--- src/rtl/coded_port_defs.svh ---
// Constants for the coded frame parallel port.
`ifndef CODED_PORT_DEFS_SVH
`define CODED_PORT_DEFS_SVH

`define FRAME_BYTES 8'h0a
`define PAGE_FRAMES 8'h32
`define FIFO_DEPTH 8
`define DATA_WIDTH 8
`define MODE_IDLE 2'h0
`define MODE_DECODE 2'h1
`define MODE_ENCODE 2'h3

`endif

--- src/rtl/coded_word_fifo.sv ---
// Defines nothing: the word FIFO module sits beside the port logic in coded_frame_parallel_port.sv.

--- src/rtl/coded_port_pkg.sv ---
// Types shared by the coded frame parallel port.
package coded_port_pkg;
   typedef logic [7:0] code_byte_t;

   typedef enum logic [1:0] {
      op_idle = 2'b00,
      op_decode = 2'b01,
      op_encode = 2'b11
   } op_mode_t;

   typedef struct packed {
      logic [7:0] data;
      logic last;
   } stream_word_t;

   typedef struct packed {
      logic [7:0] data_out;
      logic data_oe_n;
      logic ready_to_read_n;
      logic ready_to_write_n;
      logic end_of_transfer_n;
   } port_pins_out_t;
endpackage

--- src/rtl/coded_frame_parallel_port.sv ---
// Byte-wide host port moving coded speech frames to and from the codec core.
`timescale 1ns/1ns
`include "coded_port_defs.svh"
module coded_frame_parallel_port (
   input wire logic clock,
   input wire logic rst_b,
   input wire coded_port_pkg::op_mode_t operation_mode_control,
   input wire logic headers_enable,
   input wire logic host_select_n,
   input wire logic request_or_direction,
   input wire logic [7:0] parallel_data_in,
   output logic [7:0] parallel_data_out,
   output logic parallel_data_oe_n,
   output logic ready_to_read_n,
   output logic ready_to_write_n,
   output logic end_of_transfer_n,
   input wire coded_port_pkg::code_byte_t enc_data,
   input wire logic enc_valid,
   output logic enc_ready,
   output coded_port_pkg::stream_word_t dec_word,
   output logic dec_valid,
   input wire logic dec_ready,
   output coded_port_pkg::op_mode_t active_mode
);
   import coded_port_pkg::*;

   // ==========================================================
   // Header byte lookup.
   function automatic code_byte_t header_byte(input logic [7:0] idx);
      unique case (idx)
         8'h00: header_byte = 8'h64;
         8'h01: header_byte = 8'h6d;
         8'h02: header_byte = 8'h72;
         8'h03: header_byte = 8'h31;
         8'h04: header_byte = 8'h64;
         8'h05: header_byte = 8'h61;
         8'h06: header_byte = 8'h74;
         8'h07: header_byte = 8'h61;
         8'h08: header_byte = 8'hf4;
         default: header_byte = 8'h01;
      endcase
   endfunction

   // ==========================================================
   // Pin synchronisers: two flops before any logic looks at a pin.
   logic [1:0] sel_meta;
   logic [1:0] req_meta;
   logic [7:0] din_meta;
   logic [7:0] din_sync;
   logic sel_n_s;
   logic sel_n_d;
   logic req_s;

   always_ff @(posedge clock) begin
      if (!rst_b) begin
         sel_meta <= 2'h3;
         req_meta <= 2'h0;
         din_meta <= 8'h00;
         din_sync <= 8'h00;
         sel_n_d <= 1'b1;
      end else begin
         sel_meta <= {sel_meta[0], host_select_n};
         req_meta <= {req_meta[0], request_or_direction};
         din_meta <= parallel_data_in;
         din_sync <= din_meta;
         sel_n_d <= sel_n_s;
      end
   end
   assign sel_n_s = sel_meta[1];
   assign req_s = req_meta[1];

   // Select edges seen in the clock domain.
   logic sel_fall;
   logic sel_rise;
   assign sel_fall = sel_n_d && !sel_n_s;
   assign sel_rise = !sel_n_d && sel_n_s;

   // ==========================================================
   // Mode latch: a new mode only takes hold at a page boundary, so a stop
   // request lets the current page run out.
   op_mode_t mode;
   op_mode_t next_mode;
   logic [3:0] byte_cnt;
   logic [5:0] frame_cnt;
   logic in_header;
   logic page_start;
   logic byte_done;
   logic page_end;

   // A page boundary is idle, or both counters at zero with the header flag back at its
   // reload value. Toggling headers_enable in mid-page could fake a boundary, so it must
   // stay steady while a page runs.
   assign page_start = (mode == op_idle)
      || ((frame_cnt == 6'h00) && (byte_cnt == 4'h0) && (in_header == headers_enable));
   assign page_end = byte_done && !in_header && (byte_cnt == 4'(`FRAME_BYTES - 1))
      && (frame_cnt == 6'(`PAGE_FRAMES - 1));
   assign active_mode = mode;

   // The mode about to take hold; the ready flags use it so they never lag the mode by a cycle.
   assign next_mode = (page_start && !byte_done) ? operation_mode_control : mode;

   // Mode register.
   always_ff @(posedge clock) begin
      if (!rst_b) begin
         mode <= op_idle;
      end else begin
         mode <= next_mode;
      end
   end

   // ==========================================================
   // Byte and frame counters and header flag shared by both directions.
   always_ff @(posedge clock) begin
      if (!rst_b) begin
         byte_cnt <= 4'h0;
         frame_cnt <= 6'h00;
         in_header <= 1'b0;
      end else if (mode == op_idle) begin
         byte_cnt <= 4'h0;
         frame_cnt <= 6'h00;
         in_header <= headers_enable;
      end else if (byte_done) begin
         if (byte_cnt == 4'(`FRAME_BYTES - 1)) begin
            byte_cnt <= 4'h0;
            if (in_header) begin
               in_header <= 1'b0;
            end else if (frame_cnt == 6'(`PAGE_FRAMES - 1)) begin
               frame_cnt <= 6'h00;
               in_header <= headers_enable;
            end else begin
               frame_cnt <= frame_cnt + 6'h01;
            end
         end else begin
            byte_cnt <= byte_cnt + 4'h1;
         end
      end
   end

   // ==========================================================
   // Decode direction: host writes bytes under a DMA-style request.
   logic in_push;
   logic in_ready;
   stream_word_t in_word;
   logic dec_take;

   // A byte is captured at the select rise while the request is held.
   assign dec_take = (mode == op_decode) && sel_rise && req_s;
   assign in_push = dec_take && in_ready;
   assign in_word.data = din_sync;
   assign in_word.last = page_end;

   coded_word_fifo #(
      .WIDTH(`DATA_WIDTH + 1),
      .DEPTH(`FIFO_DEPTH)
   ) in_fifo (
      .clock(clock),
      .rst_b(rst_b),
      .in_valid(in_push),
      .in_ready(in_ready),
      .in_data(in_word),
      .out_valid(dec_valid),
      .out_ready(dec_ready),
      .out_data(dec_word)
   );

   // ==========================================================
   // Encode direction: core bytes queue here, headers come from the table.
   logic out_valid;
   logic out_pop;
   code_byte_t out_byte;
   logic enc_take;
   logic have_byte;

   coded_word_fifo #(
      .WIDTH(`DATA_WIDTH),
      .DEPTH(`FIFO_DEPTH)
   ) out_fifo (
      .clock(clock),
      .rst_b(rst_b),
      .in_valid(enc_valid),
      .in_ready(enc_ready),
      .in_data(enc_data),
      .out_valid(out_valid),
      .out_ready(out_pop),
      .out_data(out_byte)
   );

   assign have_byte = in_header || out_valid;
   // The byte counts as read only when select rises with the qualifier high.
   assign enc_take = (mode == op_encode) && sel_rise && req_s && have_byte;
   assign out_pop = enc_take && !in_header;
   assign byte_done = enc_take || in_push;

   // ==========================================================
   // Data pin drive, launched on select fall and dropped on select rise.
   always_ff @(posedge clock) begin
      if (!rst_b) begin
         parallel_data_out <= 8'h00;
         parallel_data_oe_n <= 1'b1;
      end else if (mode == op_encode && sel_fall && have_byte) begin
         parallel_data_out <= in_header ? header_byte({4'h0, byte_cnt}) : out_byte;
         parallel_data_oe_n <= 1'b0;
      end else if (sel_rise || sel_n_s || mode != op_encode) begin
         parallel_data_oe_n <= 1'b1;
      end
   end

   // ==========================================================
   // Ready flags and end-of-page pulse.
   always_ff @(posedge clock) begin
      if (!rst_b) begin
         ready_to_read_n <= 1'b1;
         ready_to_write_n <= 1'b1;
         end_of_transfer_n <= 1'b1;
      end else begin
         // Room means one free slot; each flag goes high at the edge that takes a byte, the same edge the fill count moves on.
         ready_to_read_n <= !((next_mode == op_decode) && in_ready && !in_push);
         ready_to_write_n <= !((next_mode == op_encode) && have_byte && !enc_take);
         end_of_transfer_n <= !((mode == op_decode) && in_push && page_end);
      end
   end
endmodule

// ==========================================================
// Word FIFO built from flip-flops with valid/ready on both sides.
module coded_word_fifo #(
   parameter int WIDTH = 9,
   parameter int DEPTH = 8
) (
   input wire logic clock,
   input wire logic rst_b,
   input wire logic in_valid,
   output logic in_ready,
   input wire logic [WIDTH-1:0] in_data,
   output logic out_valid,
   input wire logic out_ready,
   output logic [WIDTH-1:0] out_data
);
   localparam int AW = $clog2(DEPTH);

   logic [WIDTH-1:0] store [DEPTH];
   logic [AW-1:0] wr_ptr;
   logic [AW-1:0] rd_ptr;
   logic [AW:0] fill;
   logic push;
   logic pop;

   // ==========================================================
   // Handshake terms; the fill count has one spare bit so full and empty never alias.
   assign in_ready = (fill != (AW + 1)'(DEPTH));
   assign out_valid = (fill != '0);
   assign push = in_valid && in_ready;
   assign pop = out_valid && out_ready;
   assign out_data = store[rd_ptr];

   // Storage write; no reset so the array maps to plain flops.
   always_ff @(posedge clock) begin
      if (push) begin
         store[wr_ptr] <= in_data;
      end
   end

   // Pointers and fill level; pointers wrap explicitly so a depth that is not a power of two still works.
   always_ff @(posedge clock) begin
      if (!rst_b) begin
         wr_ptr <= '0;
         rd_ptr <= '0;
         fill <= '0;
      end else begin
         if (push) begin
            wr_ptr <= (wr_ptr == AW'(DEPTH - 1)) ? '0 : wr_ptr + 1'b1;
         end
         if (pop) begin
            rd_ptr <= (rd_ptr == AW'(DEPTH - 1)) ? '0 : rd_ptr + 1'b1;
         end
         if (push && !pop) begin
            fill <= fill + 1'b1;
         end else if (pop && !push) begin
            fill <= fill - 1'b1;
         end
      end
   end
endmodule

--- config.mk ---
export PLATFORM = sky130hd
export DESIGN_NAME = coded_frame_parallel_port
export DESIGN_NICKNAME = d
export VERILOG_FILES = /design/src/rtl/coded_word_fifo.sv /design/src/rtl/coded_port_pkg.sv /design/src/rtl/coded_frame_parallel_port.sv
export VERILOG_INCLUDE_DIRS = /design/src /design/src/rtl
export SDC_FILE = /design/constraint.sdc
export NUM_CORES = 1
export LEC_CHECK = 0
export BUFFER_PORTS_ARGS = -buffer_cell sky130_fd_sc_hd__buf_2
export CORE_UTILIZATION = 25
export CTS_CLUSTER_SIZE = 20
export DETAILED_ROUTE_END_ITERATION = 10
export GPL_ROUTABILITY_DRIVEN = 0
export HOLD_SLACK_MARGIN = 0.06
export MAX_ROUTING_LAYER = met4
export PLACE_DENSITY = 0.38
export SYNTH_ARGS = -nofsm -noshare
export SYNTH_HDL_FRONTEND = slang
export SYNTH_SLANG_ARGS = --single-unit
--- constraint.sdc ---
create_clock -name clock -period 5.7 [get_ports clock]
set_input_delay 0.285 -clock clock [delete_from_list [all_inputs] [get_ports clock]]
set_output_delay 0.285 -clock clock [all_outputs]
set_load 0.02 [all_outputs]
---- Word level (Yosys, flattened, before mapping) ----
Memories as Yosys holds them, arrays and structs flattened. A register that Yosys moved wholly into a read port is not among the register bits.
Index checks and enable logic that the tools add are counted.
word-level totals
  flip-flop bits (word level) ............. 66
  RAM bits ................................ 136
  bits in read-only memories .............. 128
  bits of input ports ..................... 25
  word-level logic and storage cells ...... 140
  memories kept ........................... 3
memories
  memory            depth  bits a word  rd ports  clocked after memory_dff  wr ports  line                              source
  (name not given)  16     8            1         1                         0         coded_frame_parallel_port.sv:30   unique case (idx)
  in_fifo.store     8      9            1         1                         1         coded_frame_parallel_port.sv:241  logic [WIDTH-1:0] store [DEPTH];
  out_fifo.store    8      8            1         1                         1         coded_frame_parallel_port.sv:241
operators by class
  add/subtract/negate cells ............... 10
  equality and inequality tests ........... 14
  muxes and demuxes ....................... 29
  bitwise operators ....................... 2
  reductions and logical operators ........ 62
operator list
  operator               count
  $logic_and A1 B1 Y1    31
  $mux W4                7
  $mux W3                8
  $logic_not A1 Y1       13
  $add A3 B1 Y3 const B  4
  $add A4 B1 Y4 const B  3
  $eq A3 B3 Y1 const B   4
  $mux W1                11
  $reduce_bool A2 Y1     5
  $mux W8                1
  $ne A4 B4 Y1 const B   2
  $reduce_bool A4 Y1     2
  $sub A4 B1 Y4 const B  2
  $add A6 B1 Y6 const B  1
  $eq A6 B6 Y1 const B   1
  $logic_not A6 Y1       1
  $mux W6                1
  $logic_or A1 B1 Y1     5
  $eq A2 B1 Y1 const B   2
  $eq A2 B2 Y1 const B   2
  $eq A4 B4 Y1 const B   1
  $logic_not A4 Y1       1
  $reduce_and A3 Y1      1
  $logic_not A2 Y1       1
  6 further kinds        7

---- Longest topological paths before layout ----
Gate-level depths: netlist (run 1).
  depth in word-level cells ............... 13
  mapped depth ............................ 12
  gate-level depth less buffers ........... 12

---- By module ----
A second synthesis (run 1) with hierarchy kept.
second synthesis, totals
  cells, all modules ...................... 568
  area, all modules ....................... 8,909.8 µm²
by module, submodules not included
  module                       instances  cells an instance  area an instance (µm²)  sequential area each (µm²)
  coded_word_fifo at in_fifo   1          179                3,455.8                 2,422.3
  coded_word_fifo at out_fifo  1          168                3,151.8                 2,182.1
  coded_frame_parallel_port    1          221                2,302.2                 1,081.0

---- Least setup slack after synthesis (run 1) ----
Ideal clock, no wire load.
  path kind ............................... register to register
  start ................................... register in_fifo.fill[0]
  end ..................................... register in_fifo.fill[3]
  data arrival time ....................... 2.649 ns
  data required time ...................... 5.624 ns
  setup slack ............................. 2.975 ns
  stages on the path, launching flop included .. 12
  clock period less this slack ............ 2.725 ns
  path through ............................ dfxtp_1 or4b_4 nand3_1 inv_1 ha_1 inv_1 ha_1 a21o_1 a21oi_1 xnor2_1 or3_1 a21boi_0
on the way
  word-level cells in the longest chain between the ends .. 6
  elaborated cells between the ends (all ways) .. 14
  those cells by class .................... add/sub: 2; eq/ne: 1; mux: 2; reduce/logical: 9
RTL lines
  what                          line                              source
  start, declared               coded_frame_parallel_port.sv:244  logic [AW:0] fill;
  start signal, assigned        coded_frame_parallel_port.sv:277  fill <= fill + 1'b1;
  start signal, assigned        coded_frame_parallel_port.sv:279  fill <= fill - 1'b1;
  $ne A4 B4 Y1 *                coded_frame_parallel_port.sv:250  assign in_ready = (fill != (AW + 1)'(DEPTH));
  $logic_and A1 B1 Y1           coded_frame_parallel_port.sv:148  assign in_push = dec_take && in_ready;
  $logic_and A1 B1 Y1 *         coded_frame_parallel_port.sv:252  assign push = in_valid && in_ready;
  via in_fifo.push              coded_frame_parallel_port.sv:245  logic push;
  $logic_not A1 Y1              coded_frame_parallel_port.sv:278  end else if (pop && !push) begin
  $logic_and A1 B1 Y1           coded_frame_parallel_port.sv:278
  $reduce_bool A2 Y1 (no line)  n/a
Mark *: on every way through the listed nets, which the timed path passes. The rest lies on a longest branch. The select of a mux whose other input is x is not followed.
A chain may end at the register's enable or synchronous reset.

---- Worst setup path in the final report (run 1) ----
Same ends and word-level chain as after synthesis.

==> results of run 1 <==
==> area by class of cell <==
type	count	area share [%]
Multi-Input combinational cell	310	26.4
Inverter	14	0.503
Clock inverter	13	1.54
Sequential cell	216	54.4
Tap cell	448	5.36
Clock buffer	36	6.98
Timing Repair Buffer	78	4.88
==> through the flow <==
stage	power (µW)	util (%)	cell area, µm²	worst slack [ns]	hold slack [ns]
2_1_floorplan	2180	-	8550	2.98	0.384
3_3_place_gp	2330	27.9	9380	2.69	0.415
3_5_place_dp	2350	27.9	9380	2.58	0.418
4_1_cts	4080	31.1	10500	2.57	0.0954
5_1_grt	4190	31.1	10500	2.35	0.110
6_report	4000	31.1	10500	2.60	0.107
==> critical path: stages, from the launching register on <==
cell and delay, ns:
dfxtp_1 0.36, or4b_4 0.60, nand3_1 0.37, inv_1 0.17, ha_1 0.24, inv_1 0.12, ha_1 0.24, a21o_1 0.18
a21oi_1 0.16, xnor2_1 0.10, or3_1 0.32, a21boi_0 0.16
==> worst min-delay path by stage <==
stage	to
after floorplan	out_fifo.store[0][0]
after global placement	sel_meta[1]
after global routing	flip-flop
after detailed placement	din_sync[5]
after CTS	flip-flop
final	active_mode[0]
==> per-layer routing <==
layer / wire length, µm / GRT usage, % / part of all wire [%] / vias up
met5: 0 / - / 0 / -
met4: 429 / 3.18 / 2.3 / 0
met3: 761 / 2.10 / 4.1 / 32
met2: 8770 / 18.2 / 48 / 87
met1: 8490 / 13.6 / 46 / 2355
li1: - / - / - / 2286
==> flip-flops by register name, indices dropped and copies added, names as in the netlist, 2 cells and up, named ones only <==
register,count
active_mode,2
byte_cnt,4
in_fifo.wr_ptr,3
req_meta,2
out_fifo.rd_ptr,3
in_fifo.store,72
in_fifo.fill,4
in_fifo.rd_ptr,3
parallel_data_out,8
sel_meta,2
out_fifo.wr_ptr,3
din_meta,8
out_fifo.store,64
frame_cnt,6
out_fifo.fill,4
din_sync,8
==> cells by family after synthesis <==
| group | share of synthesized area (%) |
|---|---|
| compound gates | 4.07 |
| mux | 12.9 |
| buf+inv | 1.76 |
| flops | 66.5 |
| fa+ha+maj | 3.39 |
| xor+xnor | 1.43 |
| simple gates | 9.93 |
==> power breakdown <==
part	switching, µW	total [µW]	internal [µW]
Sequential	61.2	1780	1720
Clock	652	1690	1040
Combinational	274	533	259
==> timing repair <==
item	4_1_cts	5_1_grt
hold buffers	19	0
endpoints found under the setup margin	0	0
buffers inserted	0	0
endpoints found under the hold margin	75	0
==> cells in the final DEF, fill, tap and decap left out, drive strengths merged, types with 7 or more instances in the layout <==
master / count
nor3: 15
clkbuf: 36
nor2: 29
nor2b: 12
mux4: 34
dlygate4sd3: 19
nand2b: 8
nand3: 7
mux2i: 13
a21boi: 8
edfxtp: 136
o21ai: 13
dfxtp: 80
xnor2: 10
clkinv: 7
buf: 59
o22ai: 9
and2: 23
nand2: 35
ha: 20
a21oi: 13
mux2: 18
inv: 17
==> results.json, run 1 <==
{
  "cap_violations": 0,
  "drive_gt1_share_pct": 24.9,
  "first_iter_violations": 204,
  "ant_nets": 0,
  "reg2regPathDepth": 11,
  "yosysSeqAreaShare_pct": 66.5,
  "synth-seq-cells": 216,
  "cp-end-kind": "flip-flop",
  "area_delta_synth_final_pct": 22.3,
  "overflow": 0,
  "dp_hpwl_um": 11800,
  "grt.total_usage_pct": 11.0,
  "fmax_ghz": 0.323,
  "r2r_end": "in_fifo.fill[3]",
  "synth.most_common_cell": "edfxtp_1",
  "cts_root_buf": "clkbuf_16",
  "hold_class": "in -> reg",
  "worstSkewPairLatency_ns": 0.54,
  "ys_types": 51,
  "fin_crit_sh_pct": 54.4,
  "synth_area_leaders": "edfxtp_1 (48%), dfxtp_1 (19%), mux4_2 (9.0%)",
  "finalSetupTns_ns": 0,
  "yosysWarnings": 0,
  "rows": 67,
  "hold_violations": 0,
  "run_status": "finished clean",
  "vias": 4760,
  "portBuffers": 49,
  "final_nets": 694,
  "rr_startpoint": "in_fifo.fill[0]",
  "cts_resized": 0,
  "post-route-min-period_ns": 3.10,
  "cp.arrival_ns": 3.57,
  "numCtsBuffers": 27,
  "syn_avg_cell_area_um2": 15.2,
  "dr.pass1.iters": 6,
  "synth_cells": 563,
  "min_from": "operation_mode_control[0]",
  "endpoint": "in_fifo.fill[3]",
  "antenna_found_initial": 0,
  "synthTopCellsByCount": "edfxtp_1 (136), dfxtp_1 (80), nand2_1 (35)",
  "placed_cells": 1047,
  "ff_latch_area_um2": 5690,
  "async_reset_ff_share_pct": 0,
  "crit_start": "in_fifo.fill[0]",
  "setup_viol": 0,
  "fin_cells": 1115,
  "grt_max_degree": 58,
  "core_area_um2": 33600,
  "synth_top_cell_area_share_pct": 47.8,
  "diodes": 0,
  "slew_viol_final": 0,
  "required_ns": 6.17,
  "die_x_um": 187,
  "r2r_slack_ns": 2.60,
  "slew-limit-headroom_pct": 27.6,
  "yosysTopAreaCell": "edfxtp_1",
  "crit_type": "reg -> reg",
  "hold_depth": 3,
  "cts_tree": "built",
  "start_kind": "flip-flop",
  "tightest_slew_ns": 1.08,
  "clock_sinks": 216,
  "ios": 50,
  "fillers": 3305,
  "vias_per_cell": 4.27,
  "power.static_leakage_uw": 0.00358,
  "cts.reportedPaths.clkPinSlew_ns": 0.06,
  "cts.path.max_buffers": 3,
  "grt_pass1_vias": 4996,
  "synthFlopType": "edfxtp_1",
  "die-area_um2": 35000,
  "syn-num-nets": 610,
  "wl_per_cell_um": 16.5,
  "power.density_nw_per_um2": 383,
  "multiInputGateArea_um2": 2760,
  "synth_edf_count": 136,
  "totalWireLength_um": 18500,
  "initial_core_util_pct": 25.4,
  "drcViolationCount": 0,
  "grt_pass1_wl_um": 28700,
  "h-tree-depth": 1,
  "clock_skew_ns": 0.0201,
  "cp_max_fo": 10,
  "ir_drop_uv": 217,
  "rsz0062_at_grt": "false",
  "netlist_area_um2": 8550,
  "die_h_um": 187
}
(Power assumes the default switching activity.)
==> run 2, diff against run 1 <==
==> constraint.sdc (replaced) <==
create_clock -name clock -period 3 [get_ports clock]
set_input_delay 0.15 -clock clock [delete_from_list [all_inputs] [get_ports clock]]
set_output_delay 0.15 -clock clock [all_outputs]
set_load 0.02 [all_outputs]
==> results.json, run 2 (same netlist as run 1, synthesis figures left out) <==
{
  "run_status": "finished clean",
  "power.density_nw_per_um2": 699,
  "reg2regPathDepth": 11,
  "largest-register": "in_fifo.store",
  "clock_skew_ns": 0.00759,
  "dr.pass1.iters": 4,
  "wl_per_cell_um": 17.1,
  "grt_pass1_vias": 5095,
  "final_nets": 712,
  "rows": 67,
  "post_cts_buffers": 0,
  "power_uw": 7320,
  "overflow": 0,
  "cap_violations": 0,
  "totalWireLength_um": 19300,
  "cts.reportedPaths.clkPinSlew_ns": 0.06,
  "slew-limit-headroom_pct": 22.6,
  "area_delta_synth_final_pct": 22.5,
  "hold_class": "in -> reg",
  "fmax_ghz": 0.360,
  "core_area_um2": 33600,
  "reg_top3": "in_fifo.store x72, out_fifo.store x64",
  "die_x_um": 187,
  "swShare_pct": 24.4,
  "vias": 4881,
  "clock_sinks": 216,
  "h-tree-depth": 1,
  "most-common-layout-cells": "edfxtp_1 (136), dfxtp_1 (80), buf_2 (49), nand2_1 (34), mux4_2 (34)",
  "power.static_leakage_uw": 0.00362,
  "dp_hpwl_um": 12400,
  "largest_reg_flops": 72,
  "ant_nets": 0,
  "worstSkewPairLatency_ns": 0.51,
  "cts_root_buf": "clkbuf_16",
  "cp.arrival_ns": 3.21,
  "portBuffers": 49,
  "ios": 50,
  "post-route-min-period_ns": 2.78,
  "diodes": 0,
  "layout_commonest_cell": "edfxtp_1",
  "grt_pass1_wl_um": 30000,
  "cts_tree": "built",
  "ir_drop_uv": 396,
  "tightest_slew_ns": 1.16,
  "grt.total_usage_pct": 11.5,
  "cp-end-kind": "flip-flop",
  "start_kind": "flip-flop",
  "place_ws_ns": 0.182,
  "numCtsBuffers": 25,
  "p_int_uw": 5530,
  "finalSetupTns_ns": 0,
  "pwr-share-comb_pct": 14.5,
  "drive_gt1_share_pct": 25.5,
  "vias_per_cell": 4.32,
  "clkPwrFrac_pct": 39.6,
  "hold_depth": 3,
  "die-area_um2": 35000,
  "fin_crit_sh_pct": 92.5,
  "setup_ws_ns": 0.224,
  "rsz0062_at_grt": "false",
  "setup_viol": 0,
  "whs_ns": 0.106,
  "antenna_found_initial": 0,
  "slew_viol_final": 0,
  "required_ns": 3.43,
  "fillers": 3327,
  "first_iter_violations": 248,
  "grt_max_degree": 40,
  "crit_type": "reg -> reg",
  "initial_core_util_pct": 25.4,
  "hold_violations": 0,
  "cts.path.max_buffers": 3,
  "switching_power_uw": 1790,
  "cp_max_fo": 5,
  "fin_cells": 1131,
  "seqPwrFrac_pct": 45.9,
  "placed_cells": 1064,
  "die_h_um": 187,
  "drcViolationCount": 0
}
[run 2: power groups by stage]
stage	Sequential (µW)	Clock, µW	Combinational [µW]
floorplan	3400	0	751
global placement	3400	0	1040
detailed placement	3420	0	1060
CTS	3350	3010	1090
global route	3370	3130	1170
finish	3360	2900	1060
[run 2: path summary, 6_finish.rpt]
check	start	to	slack, ns
worst max register to register	in_fifo.fill[0]	in_fifo.fill[3]	0.22
worst min-delay path	rst_b	parallel_data_out[2]	0.11
worst max-delay path	in_fifo.fill[0]	in_fifo.fill[3]	0.22
worst min register to register	sel_meta[0]	sel_meta[1]	0.43
[run 2: through the flow]
stage / cell area [µm²] / utilization (%)
finish: 10500 / 31.2
global route: 10500 / 31.2
CTS: 10500 / 31.1
detailed placement: 9470 / 28.2
global placement: 9470 / 28.2
floorplan: 8550 / -
[run 2: final cells by class]
cell class | instances | area, µm² | area share, %
clock inverters | 8 | 90.1 | 0.860
inverters | 14 | 52.6 | 0.502
clock buffers | 37 | 691 | 6.60
repair buffers | 98 | 668 | 6.38
multi-input cells | 310 | 2730 | 26.0
well taps | 448 | 561 | 5.35
flip-flops and latches | 216 | 5690 | 54.3
[run 2: layer usage]
metal	vias to the layer above	GRT usage [%]	routed length [µm]
li1	2312	-	-
met1	2461	14.7	9020
met2	76	18.6	9170
met3	32	1.97	690
met4	0	3.34	450
met5	-	-	0
[run 2: timing repair]
item                       in CTS  in global routing
setup endpoints to repair       0                  1
resized for setup               0                  2
hold buffers                   22                  0
hold endpoints to repair       81                  0
[run 2: worst max-delay path, cell delays in order (launching register included)]
cell	delay, ns
dfxtp_1	0.36
or4b_4	0.59
nand3_1	0.13
inv_1	0.09
ha_1	0.21
inv_1	0.13
ha_1	0.26
a21o_1	0.18
a21oi_1	0.17
xnor2_1	0.09
or3_1	0.30
a21boi_1	0.17
